### src/common/supply_regs_pkg.sv
// Package for the buck3, backup supply and DDR reference register bank.
// Assumes an 8-bit register port with byte offsets and 8-bit data.
package supply_regs_pkg;

  localparam int ADDR_W = 8;
  localparam int DATA_W = 8;

  localparam logic [7:0] OFS_BUCK3_STANDBY_VOLTAGE = 8'h3F;
  localparam logic [7:0] OFS_BUCK3_SLEEP_VOLTAGE = 8'h40;
  localparam logic [7:0] OFS_BUCK3_MODE_CONTROL = 8'h41;
  localparam logic [7:0] OFS_BUCK3_LIMIT_TIMING_CONTROL = 8'h42;
  localparam logic [7:0] OFS_BACKUP_SUPPLY_CONTROL = 8'h48;
  localparam logic [7:0] OFS_DDR_REFERENCE_CONTROL = 8'h4A;

  // Writable masks: unused positions read zero and ignore writes.
  localparam logic [7:0] MASK_BUCK3_VOLTAGE = 8'h0F;
  localparam logic [7:0] MASK_BUCK3_MODE = 8'hCF;
  localparam logic [7:0] MASK_BUCK3_LIMIT = 8'h13;
  localparam logic [7:0] MASK_BACKUP = 8'h3F;
  localparam logic [7:0] MASK_DDR_REF = 8'h0F;

  // Values held in reset before fuses are applied.
  localparam logic [7:0] RST_BUCK3_MODE = 8'h00;
  localparam logic [7:0] RST_BUCK3_LIMIT = 8'h00;
  localparam logic [7:0] RST_BACKUP = 8'h00;
  localparam logic [7:0] RST_DDR_REF = 8'h00;
  localparam logic [3:0] RST_VOLTAGE_CODE = 4'h0;
  localparam logic [7:0] RD_ZERO = 8'h00;

  typedef struct packed {
    logic [3:0] buck3_standby_voltage_code;
    logic [3:0] buck3_sleep_voltage_code;
    logic buck3_run_enable;
    logic buck3_standby_enable;
    logic [1:0] buck3_current_limit_select;
    logic ddr_ref_enable;
    logic ddr_ref_standby_enable;
  } fuse_preload_s;

  typedef struct packed {
    logic buck3_run_enable;
    logic buck3_standby_enable;
    logic buck3_sleep_enable;
    logic buck3_low_power_select;
    logic buck3_forced_pwm;
    logic buck3_discharge_disable;
    logic [1:0] buck3_current_limit_select;
    logic buck3_timing_control_select;
    logic [3:0] buck3_standby_voltage_code;
    logic [3:0] buck3_sleep_voltage_code;
  } buck3_ctrl_s;

  typedef struct packed {
    logic [2:0] backup_voltage_placeholder;
    logic backup_eval_bit;
    logic force_supply_selector;
    logic backup_bandgap_disable;
    logic ddr_ref_enable;
    logic ddr_ref_standby_on;
    logic ddr_ref_sleep_on;
    logic ddr_ref_low_power;
  } aux_ctrl_s;

  typedef enum logic [1:0] {
    LOAD_WAIT,
    LOAD_APPLY,
    LOAD_DONE
  } load_state_e;

endpackage : supply_regs_pkg

### src/hw/fuse_loader.sv
// Sequencer that applies fuse values once after reset release.
// Assumes fuse_valid rises once the fuse bank has been sensed.
`timescale 1ns/1ps
module fuse_loader
  import supply_regs_pkg::*;
(
  input wire logic clk,
  input wire logic rstn,
  input wire logic fuse_valid,
  output logic load_pulse,
  output logic loaded
);

  load_state_e state_q, state_d;

  always_comb begin
    state_d = state_q;
    case (state_q)
      LOAD_WAIT: begin
        if (fuse_valid) begin
          state_d = LOAD_APPLY;
        end
      end
      LOAD_APPLY: state_d = LOAD_DONE;
      LOAD_DONE: state_d = LOAD_DONE;
      default: state_d = LOAD_WAIT;
    endcase
  end

  always_ff @(posedge clk or negedge rstn) begin
    if (!rstn) begin
      state_q <= LOAD_WAIT;
    end else begin
      state_q <= state_d;
    end
  end

  // The load is a single pulse, so later software writes are never undone.
  assign load_pulse = (state_q == LOAD_APPLY);
  assign loaded = (state_q == LOAD_DONE);

endmodule : fuse_loader

### src/hw/supply_regs.sv
// Register bank for buck3, the backup supply and the DDR reference.
// Assumes a synchronous register port and a fuse bank with a valid flag.
//
// Added by the designer: the strobed register port.
`timescale 1ns/1ps
module supply_regs
  import supply_regs_pkg::*;
#(
  parameter int ADDR_WIDTH = ADDR_W,
  parameter int DATA_WIDTH = DATA_W
)
(
  input wire logic clk,
  input wire logic rstn,
  input wire logic [ADDR_WIDTH-1:0] reg_addr,
  input wire logic [DATA_WIDTH-1:0] reg_wdata,
  input wire logic reg_write,
  input wire logic reg_read,
  output logic [DATA_WIDTH-1:0] reg_rdata,
  input wire logic fuse_valid,
  input wire fuse_preload_s fuse_in,
  output logic fuses_loaded,
  output buck3_ctrl_s buck3_ctrl,
  output aux_ctrl_s aux_ctrl
);

  // The decoder and masks are byte wide, so other widths are refused.
  if (ADDR_WIDTH != ADDR_W || DATA_WIDTH != DATA_W) begin : g_bad_width
    $error("supply_regs serves only 8-bit address and data");
  end

  logic load_pulse;
  logic loaded;

  fuse_loader u_loader (
    .clk(clk),
    .rstn(rstn),
    .fuse_valid(fuse_valid),
    .load_pulse(load_pulse),
    .loaded(loaded)
  );

  logic [3:0] stby_volt_q, stby_volt_d;
  logic [3:0] slp_volt_q, slp_volt_d;
  logic [7:0] mode_q, mode_d;
  logic [7:0] limit_q, limit_d;
  logic [7:0] backup_q, backup_d;
  logic [7:0] ddr_q, ddr_d;
  logic [7:0] rdata_q, rdata_d;
  logic loaded_q;
  buck3_ctrl_s buck3_q, buck3_d;
  aux_ctrl_s aux_q, aux_d;

  function automatic logic [7:0] merge(input logic [7:0] old,
                                       input logic [7:0] wr,
                                       input logic [7:0] mask);
    merge = (old & ~mask) | (wr & mask);
  endfunction : merge

  function automatic logic hit(input logic [7:0] addr,
                               input logic [7:0] ofs);
    hit = (addr == ofs);
  endfunction : hit

  always_comb begin
    stby_volt_d = stby_volt_q;
    slp_volt_d = slp_volt_q;
    mode_d = mode_q;
    limit_d = limit_q;
    backup_d = backup_q;
    ddr_d = ddr_q;
    if (load_pulse) begin
      stby_volt_d = fuse_in.buck3_standby_voltage_code;
      slp_volt_d = fuse_in.buck3_sleep_voltage_code;
      mode_d[0] = fuse_in.buck3_run_enable;
      mode_d[1] = fuse_in.buck3_standby_enable;
      limit_d[1:0] = fuse_in.buck3_current_limit_select;
      ddr_d[0] = fuse_in.ddr_ref_enable;
      ddr_d[1] = fuse_in.ddr_ref_standby_enable;
    end else if (reg_write) begin
      // Voltage registers take no write: the regulator cannot scale live.
      if (hit(reg_addr, OFS_BUCK3_MODE_CONTROL)) begin
        mode_d = merge(mode_q, reg_wdata, MASK_BUCK3_MODE);
      end
      if (hit(reg_addr, OFS_BUCK3_LIMIT_TIMING_CONTROL)) begin
        limit_d = merge(limit_q, reg_wdata, MASK_BUCK3_LIMIT);
      end
      if (hit(reg_addr, OFS_BACKUP_SUPPLY_CONTROL)) begin
        backup_d = merge(backup_q, reg_wdata, MASK_BACKUP);
      end
      if (hit(reg_addr, OFS_DDR_REFERENCE_CONTROL)) begin
        ddr_d = merge(ddr_q, reg_wdata, MASK_DDR_REF);
      end
    end
  end

  always_comb begin
    rdata_d = RD_ZERO;
    if (reg_read) begin
      case (reg_addr)
        OFS_BUCK3_STANDBY_VOLTAGE: rdata_d = {4'h0, stby_volt_q};
        OFS_BUCK3_SLEEP_VOLTAGE: rdata_d = {4'h0, slp_volt_q};
        OFS_BUCK3_MODE_CONTROL: rdata_d = mode_q & MASK_BUCK3_MODE;
        OFS_BUCK3_LIMIT_TIMING_CONTROL: rdata_d = limit_q & MASK_BUCK3_LIMIT;
        OFS_BACKUP_SUPPLY_CONTROL: rdata_d = backup_q & MASK_BACKUP;
        OFS_DDR_REFERENCE_CONTROL: rdata_d = ddr_q & MASK_DDR_REF;
        default: rdata_d = RD_ZERO;
      endcase
    end
  end

  always_comb begin
    buck3_d.buck3_run_enable = mode_q[0];
    buck3_d.buck3_standby_enable = mode_q[1];
    buck3_d.buck3_sleep_enable = mode_q[2];
    buck3_d.buck3_low_power_select = mode_q[3];
    buck3_d.buck3_forced_pwm = mode_q[6];
    buck3_d.buck3_discharge_disable = mode_q[7];
    buck3_d.buck3_current_limit_select = limit_q[1:0];
    buck3_d.buck3_timing_control_select = limit_q[4];
    buck3_d.buck3_standby_voltage_code = stby_volt_q;
    buck3_d.buck3_sleep_voltage_code = slp_volt_q;
    aux_d.backup_voltage_placeholder = backup_q[2:0];
    aux_d.backup_eval_bit = backup_q[3];
    aux_d.force_supply_selector = backup_q[4];
    aux_d.backup_bandgap_disable = backup_q[5];
    aux_d.ddr_ref_enable = ddr_q[0];
    // Standby and sleep only count while the main enable is set.
    aux_d.ddr_ref_standby_on = ddr_q[1] & ddr_q[0];
    aux_d.ddr_ref_sleep_on = ddr_q[2] & ddr_q[0];
    aux_d.ddr_ref_low_power = ddr_q[3];
  end

  always_ff @(posedge clk or negedge rstn) begin
    if (!rstn) begin
      stby_volt_q <= RST_VOLTAGE_CODE;
      slp_volt_q <= RST_VOLTAGE_CODE;
      mode_q <= RST_BUCK3_MODE;
      limit_q <= RST_BUCK3_LIMIT;
      backup_q <= RST_BACKUP;
      ddr_q <= RST_DDR_REF;
      rdata_q <= RD_ZERO;
      loaded_q <= 1'b0;
      buck3_q <= '0;
      aux_q <= '0;
    end else begin
      stby_volt_q <= stby_volt_d;
      slp_volt_q <= slp_volt_d;
      mode_q <= mode_d;
      limit_q <= limit_d;
      backup_q <= backup_d;
      ddr_q <= ddr_d;
      rdata_q <= rdata_d;
      loaded_q <= loaded;
      buck3_q <= buck3_d;
      aux_q <= aux_d;
    end
  end

  assign reg_rdata = rdata_q;
  assign fuses_loaded = loaded_q;
  assign buck3_ctrl = buck3_q;
  assign aux_ctrl = aux_q;

endmodule : supply_regs

### config.mk
export PLATFORM = sky130hd
export DESIGN_NAME = supply_regs
export DESIGN_NICKNAME = d
export VERILOG_FILES = /design/src/common/supply_regs_pkg.sv /design/src/hw/fuse_loader.sv /design/src/hw/supply_regs.sv
export SDC_FILE = /design/constraint.sdc
export NUM_CORES = 1
export LEC_CHECK = 0
export BUFFER_PORTS_ARGS = -buffer_cell sky130_fd_sc_hd__clkbuf_2
export CAP_MARGIN = 10
export CORE_UTILIZATION = 30
export DETAILED_ROUTE_END_ITERATION = 16
export HOLD_SLACK_MARGIN = 0.02
export PLACE_DENSITY_LB_ADDON = 0.25
export SLEW_MARGIN = 20
export SYNTH_ARGS = -nofsm -noshare
export SYNTH_HDL_FRONTEND = slang
export SYNTH_SLANG_ARGS = --single-unit
### constraint.sdc
create_clock -name clk -period 2.4 [get_ports clk]
set_input_delay 0.36 -clock clk [delete_from_list [all_inputs] [get_ports clk]]
set_output_delay 0.36 -clock clk [all_outputs]
set_load 0.02 [all_outputs]
# == Word-level counts from Yosys, hierarchy flattened ==
# Cells that the tools add are included.
# totals
regBits,78
input_bits,35
elab_cells,72
# op_classes
eq_ne,9
mux,13
bitwise,7
n_reduce_logical,13
# op_table
cell,count
8-bit one-hot mux with 6 select lines,1
8-bit by 7-bit equality test with 1-bit output (second input constant),5
2-bit two-way mux,10
3-bit AND reduction,4
8-bit by 6-bit equality test with 1-bit output (second input constant),1
8-bit two-way mux,1
6-bit by 8-bit OR with 8-bit output,1
8-bit by 4-bit OR with 8-bit output,1
8-bit by 5-bit OR with 8-bit output,1
8-bit by 6-bit OR with 8-bit output,1
2-bit nonzero test,4
2-bit AND reduction,3
2-bit one-hot mux with 2 select lines,1
1-bit AND,2
2-bit by 1-bit equality test with 1-bit output (second input constant),1
2-bit equality test (second input constant),1
2-bit zero test,1
2-bit != test (second input constant),1
2-bit OR reduction,1
1-bit NOT,1

# == Longest topological paths before layout ==
# Gate-level depths: netlist of run 1.
# logic_depth
ltp_word,4
mapped_depth,6
mapped_depth_nobuf,5

# == By module ==
# From an unflattened synthesis of run 1, not the netlist that was laid out.
# unflattened
hier_cells,174
hier_area_um2,2538.7
# modules_own_cells
module,instances,cells_each,area_per_inst_um2,seq_area_each_um2
supply_regs,1,163,2387.3,1576.5
fuse_loader,1,11,151.4,50.0

# == Least setup slack after synthesis of run 1 ==
# No wires, ideal clock.
# synth_timing
kind,input-to-reg
start,input reg_addr[5]
end,register backup_q[0]
setup_time_ps,127
arrival_time_ps,1710
t_required_ps,2273
slack_ps,563
cell_stages,5
path_buffers,1
path_cell_list,or4b_4 > nor3_2 > and4b_1 > buf_4 > mux2_1
# synth_via
elab_chain_len,2
# synth_lines
element,line_no,text
start: declaration,supply_regs.sv:15,"input wire logic [ADDR_WIDTH-1:0] reg_addr,"
8-bit by 7-bit equality test with 1-bit output,supply_regs.sv:62,hit = (addr == ofs);
3-bit AND reduction (no source line),n/a,
end signal: assignment,supply_regs.sv:151,backup_q <= backup_d;
end: declaration,supply_regs.sv:47,"logic [7:0] backup_q, backup_d;"
# Every way passes these cells.
# A chain may end at the register's enable or synchronous reset.

# == Final worst setup path of run 1 ==
# layout_timing
start,input reg_addr[5]
end,register backup_q[5]
# Same word-level chain as after synthesis.

==> results.md, run 1 <==
| Item | This run |
|:---|:---|
| Min-Delay Path Class | input port to flop |
| Highest fanout seen on the critical path | 6 |
| Number of warnings issued by yosys | 0 |
| Total DRC errors in the routed layout | 0 |
| Largest net degree at the start of global routing | 46 |
| Clock insertion delay at the later pin of the skew report | 330 ps |
| Area added between synthesis and finish | 29.5% |
| Setup repair after global routing missed its margin | no |
| Final Cycle Share | 0.751 |
| Clk pin slew, worst setup/hold paths | 70 ps |
| Largest voltage drop on the vdd net | 0.383 mV |
| Number of top-level pins | 71 |
| Arr. time, crit path | 2020 ps |
| Post-placement setup slack | 229 ps |
| Leakage power | 0.00166 uW |
| Highest clock frequency the design can meet | 555 MHz |
| Clock tree from TritonCTS | done |
| Wire length of the first global-routing pass | 9.09 mm |
| Worst hold-check slack | 258 ps |
| Met2 wire length | 2.77 mm |
| Final setup violation count | 0 |
| Switching power summed over all nets | 1030 uW |
| Critical path required time | 2620 ps |
| Floorplan die area | 0.00891 mm^2 |
| Summed negative setup slack over all endpoints | 0 ps |
| Power share of the combinational group | 0.242 |
| Net Count, Synth | 225 |
| Met1 routed wirelength after detailed routing | 2.67 mm |
| Outcome | completed |
| Standard cell core area | 0.00826 mm^2 |
| Sw Share | 0.301 |
| Chip Height | 94.4 um |
| Number of antenna violations at the first check in global routing | 0 |
| Cells after synthesis | 186 |
| Top routing layer used | met4 |
| Type of the setup path with the least slack | input port to flop |
| Violation count after the first detailed-routing iteration | 46 |
| Count of fill cells added during filler insertion | 846 |
| Synthesized cell area | 0.00256 mm^2 |
| Number of cell rows | 33 |
| Most frequent cells after synthesis | sky130_fd_sc_hd__dfrtp_1, sky130_fd_sc_hd__mux2_2, sky130_fd_sc_hd__nand2_1 |
| Final Skew | 5.23 ps |
| Top cell type by total area after synthesis | sky130_fd_sc_hd__dfrtp_1 |
| Diodes inserted | 0 |
| H-tree depth reported by CTS | 3 |
| Via density | 4.74 |
| Cell with the most instances after synthesis | sky130_fd_sc_hd__dfrtp_1 |
| Max-cap violation count | 0 |
| Slew at the pin closest to its max-slew limit | 632 ps |
| Share of synthesized area occupied by flip-flops and latches | 0.635 |
| Detail Route Antenna Nets | 0 |
| Relative contribution of the clock network to total power | 0.308 |
| Met3 routed WL | 334 um |
| Max clock buf depth | 2 |
| Total wire length after detailed routing | 5.83 mm |
| Number of nets in the final layout | 307 |
| CTS buffer count | 9 |
| Leading register cell type out of synthesis | sky130_fd_sc_hd__dfrtp_1 |
| Resize count post-CTS | 0 |
| Hpwl dp | 4.23 mm |
| Via count of the first global-routing pass | 1718 |
| Async set or reset register ratio after synthesis | 1.00 |
| Die boundary width | 94.4 um |
| Number of enable-type register cells in the synthesized netlist | 0 |
| Vias | 1790 |
| Leading post-synthesis cells by cell area | sky130_fd_sc_hd__dfrtp_1, sky130_fd_sc_hd__mux2_2, sky130_fd_sc_hd__mux2_1, sky130_fd_sc_hd__ha_1, sky130_fd_sc_hd__nor2b_1 |
| Count of distinct cell types in the synthesized netlist | 43 |
| TritonCTS sink count | 65 |
| Share of the synthesized area in the top cell type | 0.635 |
| Clock root cell | sky130_fd_sc_hd__clkbuf_8 |
| Global-route total usage across every layer | 0.142 |
| Fraction of final layout cells with drive strength greater than 1 | 0.436 |
| Kind of end point of the critical path | flop |
| Cell Int Power | 2400 uW |
| Overflow left after global routing | 0 |
| Slew HR | 0.575 |
| Share of total power in sequential cells | 0.450 |
| Max Slew Vio Count | 0 |
| Final hold violation count | 0 |
| Routability-driven placement congestion ratio | 0.755 |
| Final period demand of the worst path | 1800 ps |
| Critical path startpoint category | input port |
| Final cell utilization of the core | 0.402 |
| Cell area power density | 1030 mW/mm^2 |
| Average wire per cell in the routed design | 15.4 um |
| Flip-flop and latch count after synthesis | 65 |
| Initial DRT Pass Iterations | 4 |
| Mean instance size in the synthesized netlist | 13.8 um^2 |
| Worst setup slack after layout | 598 ps |
| Starting utilization of the core area | 0.310 |
| Port buffer count | 70 |
==> path summary, 6_finish.rpt <==
kind                                startpoint                  end  slack, ps  depth (start not counted)
setup reg to reg           u_loader.state_q[1]            mode_q[3]        700                          5
min in group asynchronous                 rstn         reg_rdata[5]        510                          2
max in group asynchronous                 rstn  u_loader.state_q[0]       1290                          3
setup / recovery                   reg_addr[5]          backup_q[5]        600                          5
hold reg to reg                      mode_q[7]       buck3_ctrl[11]        390                          0
hold / removal                     fuse_in[13]       stby_volt_q[3]        260                          2
==> cell families after synthesis <==
| logic type | share of synthesized area |
|---|---|
| DFF | 0.635 |
| and+or+nand+nor | 0.132 |
| muxes | 0.123 |
| AOI/OAI and AO/OA | 0.0713 |
| buffers and inverters | 0.0190 |
| adders and majority gates | 0.0195 |
==> per-stage QoR <==
stage          power, uW  cells  cell area, um^2
2_1_floorplan       2070    186             2560
3_3_place_gp        2400    361             3080
3_5_place_dp        2410    361             3080
4_1_cts             3480    378             3320
5_1_grt             3640    378             3320
6_report            3430    378             3320
==> per-layer routing <==
metal  track usage  vias up
li1              -      826
met5             0        -
met4        0.0449        0
met1         0.187      905
met3        0.0548        5
met2         0.216       54
==> cells in the final DEF (no fill, tap or decap), drive strengths merged, types with 3 or more instances in the layout <==
cell	n
nor2	3
and2	3
o21ai	5
nand2	11
mux2i	3
clkbuf	80
and3	3
a31oi	4
dfrtp	65
ha	4
nor3	3
a21boi	4
and3b	3
inv	3
buf	9
mux2	25
a21oi	5
nor2b	8
nand4	3
a22oi	3
==> state kept, by name (all words and copies together) (netlist names) <==
register and flops:
aux_ctrl 10, backup_q 6, buck3_ctrl 17, ddr_q 4, fuses_loaded 1, limit_q 3, mode_q 6, reg_rdata 8
slp_volt_q 4, stby_volt_q 4, u_loader.state_q 2
==> repair_timing <==
item                                   CTS  global route
buffers inserted                         0             0
endpoints found under the hold margin   20             0
hold buffers                             1             0
==> final cells by class <==
class / instances / area [um^2] / area share
multi-input combinational: 110 / 886 / 0.267
sequential: 65 / 1630 / 0.490
clock inverter: 5 / 77.6 / 0.0234
tap: 105 / 131 / 0.0396
timing repair buffer: 79 / 433 / 0.131
clock buffer: 11 / 151 / 0.0456
inverter: 3 / 11.3 / 0.00339
==> critical path, cell delays in order <==
cell and delay [ps]:
sky130_fd_sc_hd__clkbuf_2 110, sky130_fd_sc_hd__or4b_4 580, sky130_fd_sc_hd__nor3_2 190, sky130_fd_sc_hd__and4b_1 430
sky130_fd_sc_hd__mux2_1 360
==> power by group through the flow <==
stage	Combinational, uW	Clock [uW]	Sequential [uW]
2_1_floorplan	376	0	1690
4_1_cts	850	1080	1550
3_3_place_gp	833	0	1560
5_1_grt	914	1140	1580
3_5_place_dp	845	0	1570
6_report	831	1060	1540
No activity file was read; power rests on OpenSTA's default activity.
==> inputs of run 2 (changes only) <==
Clock period 2.4 ns to 1.6 ns, I/O delays scaled along.
==> run 2 against run 1 <==
Net effect: first-iteration DRC count shrank 41%; final cell count grew 4.8%; hold slack lost 130 ps; sequential share of layout area fell by 1.8 points; setup slack got worse by 500 ps; sequential power up 50%; clock skew up 0.61 ps; global-route usage up 0.55 points; register-to-register slack lost 580 ps; power rose by 45%; die area stayed put; cell area rose by 3.9%; critical path type unchanged; largest cell class unchanged; highest routed layer unchanged.
==> results.md, run 2 (same netlist as run 1, synthesis figures left out) <==
| Item | This run | Delta |
|:---|:---|:---|
| Placed Cells incl. Taps | 380 | +5.3% |
| Diodes inserted | 0 | unchanged |
| Number of top-level pins | 71 | unchanged |
| Slew at the pin closest to its max-slew limit | 402 ps | -230 ps |
| Total DRC errors in the routed layout | 0 | unchanged |
| Wire length of the first global-routing pass | 9.54 mm | +5.0% |
| Via count of the first global-routing pass | 1775 | +3.3% |
| Fraction of final layout cells with drive strength greater than 1 | 0.478 | +0.0418 |
| Number of cell rows | 33 | unchanged |
| Routability-driven placement congestion ratio | 0.852 | +13% |
| Cell area power density | 1440 mW/mm^2 | +40% |
| Critical path startpoint category | input port |  |
| Sw Share | 0.303 | +0.00161 |
| Final cell count without fillers | 396 | +4.8% |
| Met3 routing resource usage after global routing | 0.0467 | -0.00805 |
| Worst hold path startpoint | fuse_in[7] |  |
| Violation count after the first detailed-routing iteration | 27 | -41% |
| Standard cell core area | 0.00826 mm^2 | unchanged |
| Clock tree from TritonCTS | done |  |
| Overflow left after global routing | 0 | unchanged |
| Number of nets in the final layout | 326 | +6.2% |
| Type of the setup path with the least slack | input port to flop |  |
| Critical path required time | 1820 ps | -800 ps |
| Final hold violation count | 0 | unchanged |
| Final Cycle Share | 0.940 |  |
| TritonCTS sink count | 65 | unchanged |
| Slew HR | 0.729 | +0.155 |
| Outcome | completed |  |
| Setup repair after global routing missed its margin | no |  |
| Clock insertion delay at the later pin of the skew report | 340 ps | about the same |
| Power share of the combinational group | 0.261 | +0.019 |
| Average wire per cell in the routed design | 14.7 um | -4.6% |
| Final period demand of the worst path | 1500 ps |  |
| Vias | 1817 | +1.5% |
| Port buffer count | 70 | unchanged |
| Relative contribution of the clock network to total power | 0.276 | -0.032 |
| Most common library cell in the layout ignoring fill and taps | sky130_fd_sc_hd__clkbuf_2 |  |
| Floorplan die area | 0.00891 mm^2 | unchanged |
| Detail Route Antenna Nets | 0 | unchanged |
| R2R Path Start | u_loader.state_q[1] |  |
| CP startpoint | reg_addr[5] |  |
| Via density | 4.59 | -3.1% |
| Chip Height | 94.4 um | unchanged |
| Cell Int Power | 3470 uW | +45% |
| Clock root cell | sky130_fd_sc_hd__clkbuf_8 |  |
| Initial DRT Pass Iterations | 4 | unchanged |
| Met1 Usage GRT | 0.194 | +0.00684 |
| Final setup violation count | 0 | unchanged |
| Max Slew Vio Count | 0 | unchanged |
| Summed negative setup slack over all endpoints | 0 ps | unchanged |
| Max-cap violation count | 0 | unchanged |
| Post-placement setup slack | -260 ps | -489 ps |
| Final Skew | 5.84 ps | +0.606 ps |
| CTS buffer count | 9 | unchanged |
| Global-route total usage across every layer | 0.148 | +0.00548 |
| Largest register FFs | 17 | unchanged |
| Arr. time, crit path | 1720 ps | -300 ps |
| Share of total power in sequential cells | 0.464 | +0.014 |
| Total wire length after detailed routing | 5.83 mm | about the same |
| Worst setup slack after layout | 95.7 ps | -502 ps |
| Starting utilization of the core area | 0.310 | unchanged |
| Hpwl dp | 4.39 mm | +3.9% |
| Commonest cells after routing, fill and taps aside | sky130_fd_sc_hd__clkbuf_2, sky130_fd_sc_hd__dfrtp_1, sky130_fd_sc_hd__buf_4 |  |
| Area added between synthesis and finish | 34.5% |  |
| Min-Delay Path Class | input port to flop |  |
| Highest fanout seen on the critical path | 3 | -3 |
| Switching power summed over all nets | 1510 uW | +46% |
| Global-route layer with the greatest usage | met2 |  |
| Max clock buf depth | 2 | unchanged |
| Highest clock frequency the design can meet | 665 MHz |  |
| Global-route track usage on met2 | 0.225 | +0.00906 |
| Clk pin slew, worst setup/hold paths | 70 ps | about the same |
| Largest voltage drop on the vdd net | 0.692 mV | +81% |
| H-tree depth reported by CTS | 3 | unchanged |
| Largest net degree at the start of global routing | 66 | +43% |
| Kind of end point of the critical path | flop |  |
| Die boundary width | 94.4 um | unchanged |
| Number of antenna violations at the first check in global routing | 0 | unchanged |
| Leakage power | 0.00175 uW | +5.2% |
run 2: changes by cell type in the layout (fill, tap and decap cells not counted), sizes merged:
cell	previous run	this run
bufinv	2	1
clkinvlp	1	0
clkbuf	80	81
buf	9	28
run 2: final timing paths:
kind	endpoint	slack [ps]	depth (start not counted)
setup / recovery	limit_q[4]	100	6
hold / removal	slp_volt_q[1]	130	2
setup reg to reg	backup_q[0]	120	5
hold reg to reg	buck3_ctrl[11]	390	0
max in group asynchronous	buck3_ctrl[16]	870	3
min in group asynchronous	reg_rdata[5]	440	3
run 2: timing repair:
item / 4_1_cts / 5_1_grt
buffers inserted: 0 / 0
hold buffers: 1 / 0
endpoints found under the setup margin: 0 / 5
endpoints found under the hold margin: 65 / 0
gates resized for setup: 0 / 1
run 2: power groups by stage:
stage | clock, uW | combinational (uW) | sequential, uW
after CTS | 1420 | 1320 | 2320
final | 1370 | 1300 | 2310
after global placement | 0 | 1300 | 2340
after floorplan | 0 | 569 | 2540
after detailed placement | 0 | 1320 | 2350
after global routing | 1500 | 1440 | 2370
run 2: stage by stage:
stage | hold slack (ps) | utilization | instance area, um^2 | power [uW]
6_report | 131 | 0.417 | 3450 | 4980
5_1_grt | 120 | 0.417 | 3450 | 5300
4_1_cts | 113 | 0.417 | 3440 | 5070
3_5_place_dp | 283 | 0.392 | 3240 | 3670
3_3_place_gp | 283 | 0.392 | 3240 | 3640
2_1_floorplan | -55.6 | - | 2580 | 3110
run 2: per-layer routing:
metal | part of all wire | up-vias
met5 | 0 | -
met4 | 0.013 | 0
met3 | 0.065 | 8
met2 | 0.48 | 53
met1 | 0.44 | 892
li1 | - | 864
run 2: final cells by class:
class,instances,area [um^2]
tap,105,131
clock inverter,3,40.0
inverter,3,11.3
fill,828,4810
clock buffer,12,155
sequential,65,1630
timing repair buffer,98,576
multi-input combinational,110,906
run 2: worst max-delay path: stages:
cell and delay (ps):
sky130_fd_sc_hd__clkbuf_2 90, sky130_fd_sc_hd__or4b_4 570, sky130_fd_sc_hd__buf_4 160, sky130_fd_sc_hd__nor4b_4 240, sky130_fd_sc_hd__nand3b_2 110, sky130_fd_sc_hd__mux2_4 300
==> inputs of run 3 (changes only) <==
Settings changed: RECOVER_POWER from default to 100.
==> run 3 against run 2 <==
Net effect: wire length increased by 0.10%; utilization down 0.97 points; highest routed layer unchanged; first-iteration DRC count rose by 19%; clock skew rose by 2.2 ps; critical path depth is the same; global-route usage did not move.
==> results.md, run 3 (same netlist as run 1, synthesis figures left out) <==
| Item | This run | Delta |
|:---|:---|:---|
| Outcome | completed |  |
| Final Cycle Share | 0.939 | -0.00107 |
| Chip Height | 94.4 um | unchanged |
| Setup repair after global routing missed its margin | no |  |
| Violation count after the first detailed-routing iteration | 32 | +19% |
| H-tree depth reported by CTS | 3 | unchanged |
| Largest voltage drop on the vdd net | 0.665 mV | -4.0% |
| Standard cell area after detailed placement | 0.00324 mm^2 | unchanged |
| Total DRC errors in the routed layout | 0 | unchanged |
| Port buffer count | 70 | unchanged |
| Postcts setup bufs | 0 | unchanged |
| Clock root cell | sky130_fd_sc_hd__clkbuf_8 |  |
| Fraction of final layout cells with drive strength greater than 1 | 0.333 | -0.144 |
| Highest clock frequency the design can meet | 666 MHz | +0.11% |
| Kind of end point of the critical path | flop |  |
| Die boundary width | 94.4 um | unchanged |
| Slew at the pin closest to its max-slew limit | 873 ps | +470 ps |
| Vias | 1825 | +0.44% |
| Wire length of the first global-routing pass | 9.54 mm | unchanged |
| Initial DRT Pass Iterations | 4 | unchanged |
| Highest fanout seen on the critical path | 3 | unchanged |
| Clock tree from TritonCTS | done |  |
| Via density | 4.61 | +0.44% |
| Average wire per cell in the routed design | 14.7 um | +0.10% |
| Power Total | 4900 uW | -1.5% |
| Largest register FFs | 17 | unchanged |
| Sw Share | 0.307 | +0.00431 |
| Critical path startpoint category | input port |  |
| Final hold violation count | 0 | unchanged |
| Cell Int Power | 3390 uW | -2.1% |
| Critical path required time | 1810 ps | about the same |
| Share of total power in sequential cells | 0.470 | +0.006 |
| Switching power summed over all nets | 1510 uW | -0.12% |
| Diodes inserted | 0 | unchanged |
| Relative contribution of the clock network to total power | 0.279 | +0.003 |
| Number of top-level pins | 71 | unchanged |
| Hpwl dp | 4.39 mm | unchanged |
| Final Skew | 8.02 ps | +2.19 ps |
| Standard cell core area | 0.00826 mm^2 | unchanged |
| Number of cell rows | 33 | unchanged |
| Max-cap violation count | 0 | unchanged |
| Total wire length after detailed routing | 5.84 mm | +0.10% |
| Area added between synthesis and finish | 31.4% |  |
| Number of nets in the final layout | 326 | unchanged |
| Leakage power | 0.00160 uW | -8.3% |
| Max clock buf depth | 2 | unchanged |
| Power share of the combinational group | 0.250 | -0.011 |
| Commonest cells after routing, fill and taps aside | sky130_fd_sc_hd__dfrtp_1, sky130_fd_sc_hd__clkbuf_1, sky130_fd_sc_hd__clkbuf_2 |  |
| Cell area power density | 1460 mW/mm^2 | +0.82% |
| Final period demand of the worst path | 1500 ps | -1.72 ps |
| Type of the setup path with the least slack | input port to flop |  |
| Clk pin slew, worst setup/hold paths | 70 ps | about the same |
| Arr. time, crit path | 1720 ps | about the same |
| Global-route total usage across every layer | 0.148 | unchanged |
| Count of fill cells added during filler insertion | 860 | +3.9% |
| TritonCTS sink count | 65 | unchanged |
| Max Slew Vio Count | 0 | unchanged |
| Overflow left after global routing | 0 | unchanged |
| Most common library cell in the layout ignoring fill and taps | sky130_fd_sc_hd__dfrtp_1 |  |
| Routability-driven placement congestion ratio | 0.852 | unchanged |
| Starting utilization of the core area | 0.310 | unchanged |
| Min-Delay Path Class | input port to flop |  |
| Floorplan die area | 0.00891 mm^2 | unchanged |
| Storage cell area | 0.00163 mm^2 | unchanged |
| Largest net degree at the start of global routing | 66 | unchanged |
| Number of antenna violations at the first check in global routing | 0 | unchanged |
| Final instance area | 0.00337 mm^2 | -2.3% |
| Area of the multi-input gates | 902 um^2 | -0.41% |
| Detail Route Antenna Nets | 0 | unchanged |
| Final setup violation count | 0 | unchanged |
| Clock insertion delay at the later pin of the skew report | 340 ps | about the same |
| Via count of the first global-routing pass | 1775 | unchanged |
| Slew HR | 0.418 | -0.311 |
| CTS buffer count | 9 | unchanged |
[run 3: cell types whose count changed in the layout (fill, tap and decap cells not counted)]
| cell | previous run | this run |
|---|---|---|
| sky130_fd_sc_hd__and2_0 | 0 | 2 |
| sky130_fd_sc_hd__and2_1 | 3 | 1 |
| sky130_fd_sc_hd__buf_12 | 1 | 0 |
| sky130_fd_sc_hd__buf_4 | 26 | 20 |
| sky130_fd_sc_hd__clkbuf_1 | 1 | 42 |
| sky130_fd_sc_hd__clkbuf_2 | 69 | 33 |
| sky130_fd_sc_hd__clkbuf_4 | 0 | 2 |
| sky130_fd_sc_hd__mux2_1 | 6 | 7 |
| sky130_fd_sc_hd__mux2_4 | 1 | 0 |
[run 3: area by class of cell]
| type | count | share of cell area |
|---|---|---|
| Sequential cell | 65 | 0.483 |
| Clock buffer | 12 | 0.0461 |
| Timing Repair Buffer | 98 | 0.148 |
| Inverter | 3 | 0.00335 |
| Clock inverter | 3 | 0.0119 |
| Tap cell | 105 | 0.0390 |
| Multi-Input combinational cell | 110 | 0.268 |
[run 3: through the flow]
| stage | setup TNS, ps | setup slack [ps] | instances | hold slack, ps | utilization |
|---|---|---|---|---|---|
| final | 0 | 97.4 | 396 | 130 | 0.408 |
| after global routing | 0 | 19.6 | 396 | 120 | 0.408 |
| after CTS | 0 | 50.6 | 396 | 113 | 0.417 |
| after detailed placement | -3830 | -260 | 380 | 283 | 0.392 |
| after global placement | -3640 | -233 | 380 | 283 | 0.392 |
| after floorplan | -867 | -111 | 186 | -55.6 | - |
[run 3: routing by layer]
layer | vias to the layer above | global-route usage | wire length, um | share of wire
li1 | 867 | - | - | -
met3 | 7 | 0.0467 | 388 | 0.066
met5 | - | 0 | 0 | 0
met2 | 53 | 0.225 | 2810 | 0.48
met1 | 898 | 0.194 | 2560 | 0.44
met4 | 0 | 0.0615 | 75 | 0.013
[run 3: path summary, 6_finish.rpt]
path                                      from              to  slack (ps)  cells after the start
setup reg to reg           u_loader.state_q[1]     backup_q[0]         120                      5
setup / recovery                   reg_addr[5]      limit_q[4]         100                      6
max in group asynchronous                 rstn  stby_volt_q[1]         370                      3
hold / removal                      fuse_in[7]   slp_volt_q[1]         130                      2
hold reg to reg                      mode_q[7]  buck3_ctrl[11]         390                      0
min in group asynchronous                 rstn    reg_rdata[5]         660                      3
[run 3: repair_timing]
item / CTS / global route
endpoints found under the setup margin: 0 / 5
hold endpoints to repair: 65 / 0
resized for setup: 0 / 1
hold buffers: 1 / 0
[run 3: worst max-delay path, stage by stage]
cell and delay (ps):
sky130_fd_sc_hd__clkbuf_2 90, sky130_fd_sc_hd__or4b_4 570, sky130_fd_sc_hd__clkbuf_1 140, sky130_fd_sc_hd__nor4b_4 250, sky130_fd_sc_hd__nand3b_2 110, sky130_fd_sc_hd__mux2_1 320
[run 3: power by group through the flow]
stage               sequential [uW]  combinational, uW  clock, uW
CTS                            2320               1320       1420
finish                         2310               1230       1370
global route                   2360               1370       1500
floorplan                      2540                569          0
detailed placement             2350               1320          0
global placement               2340               1300          0
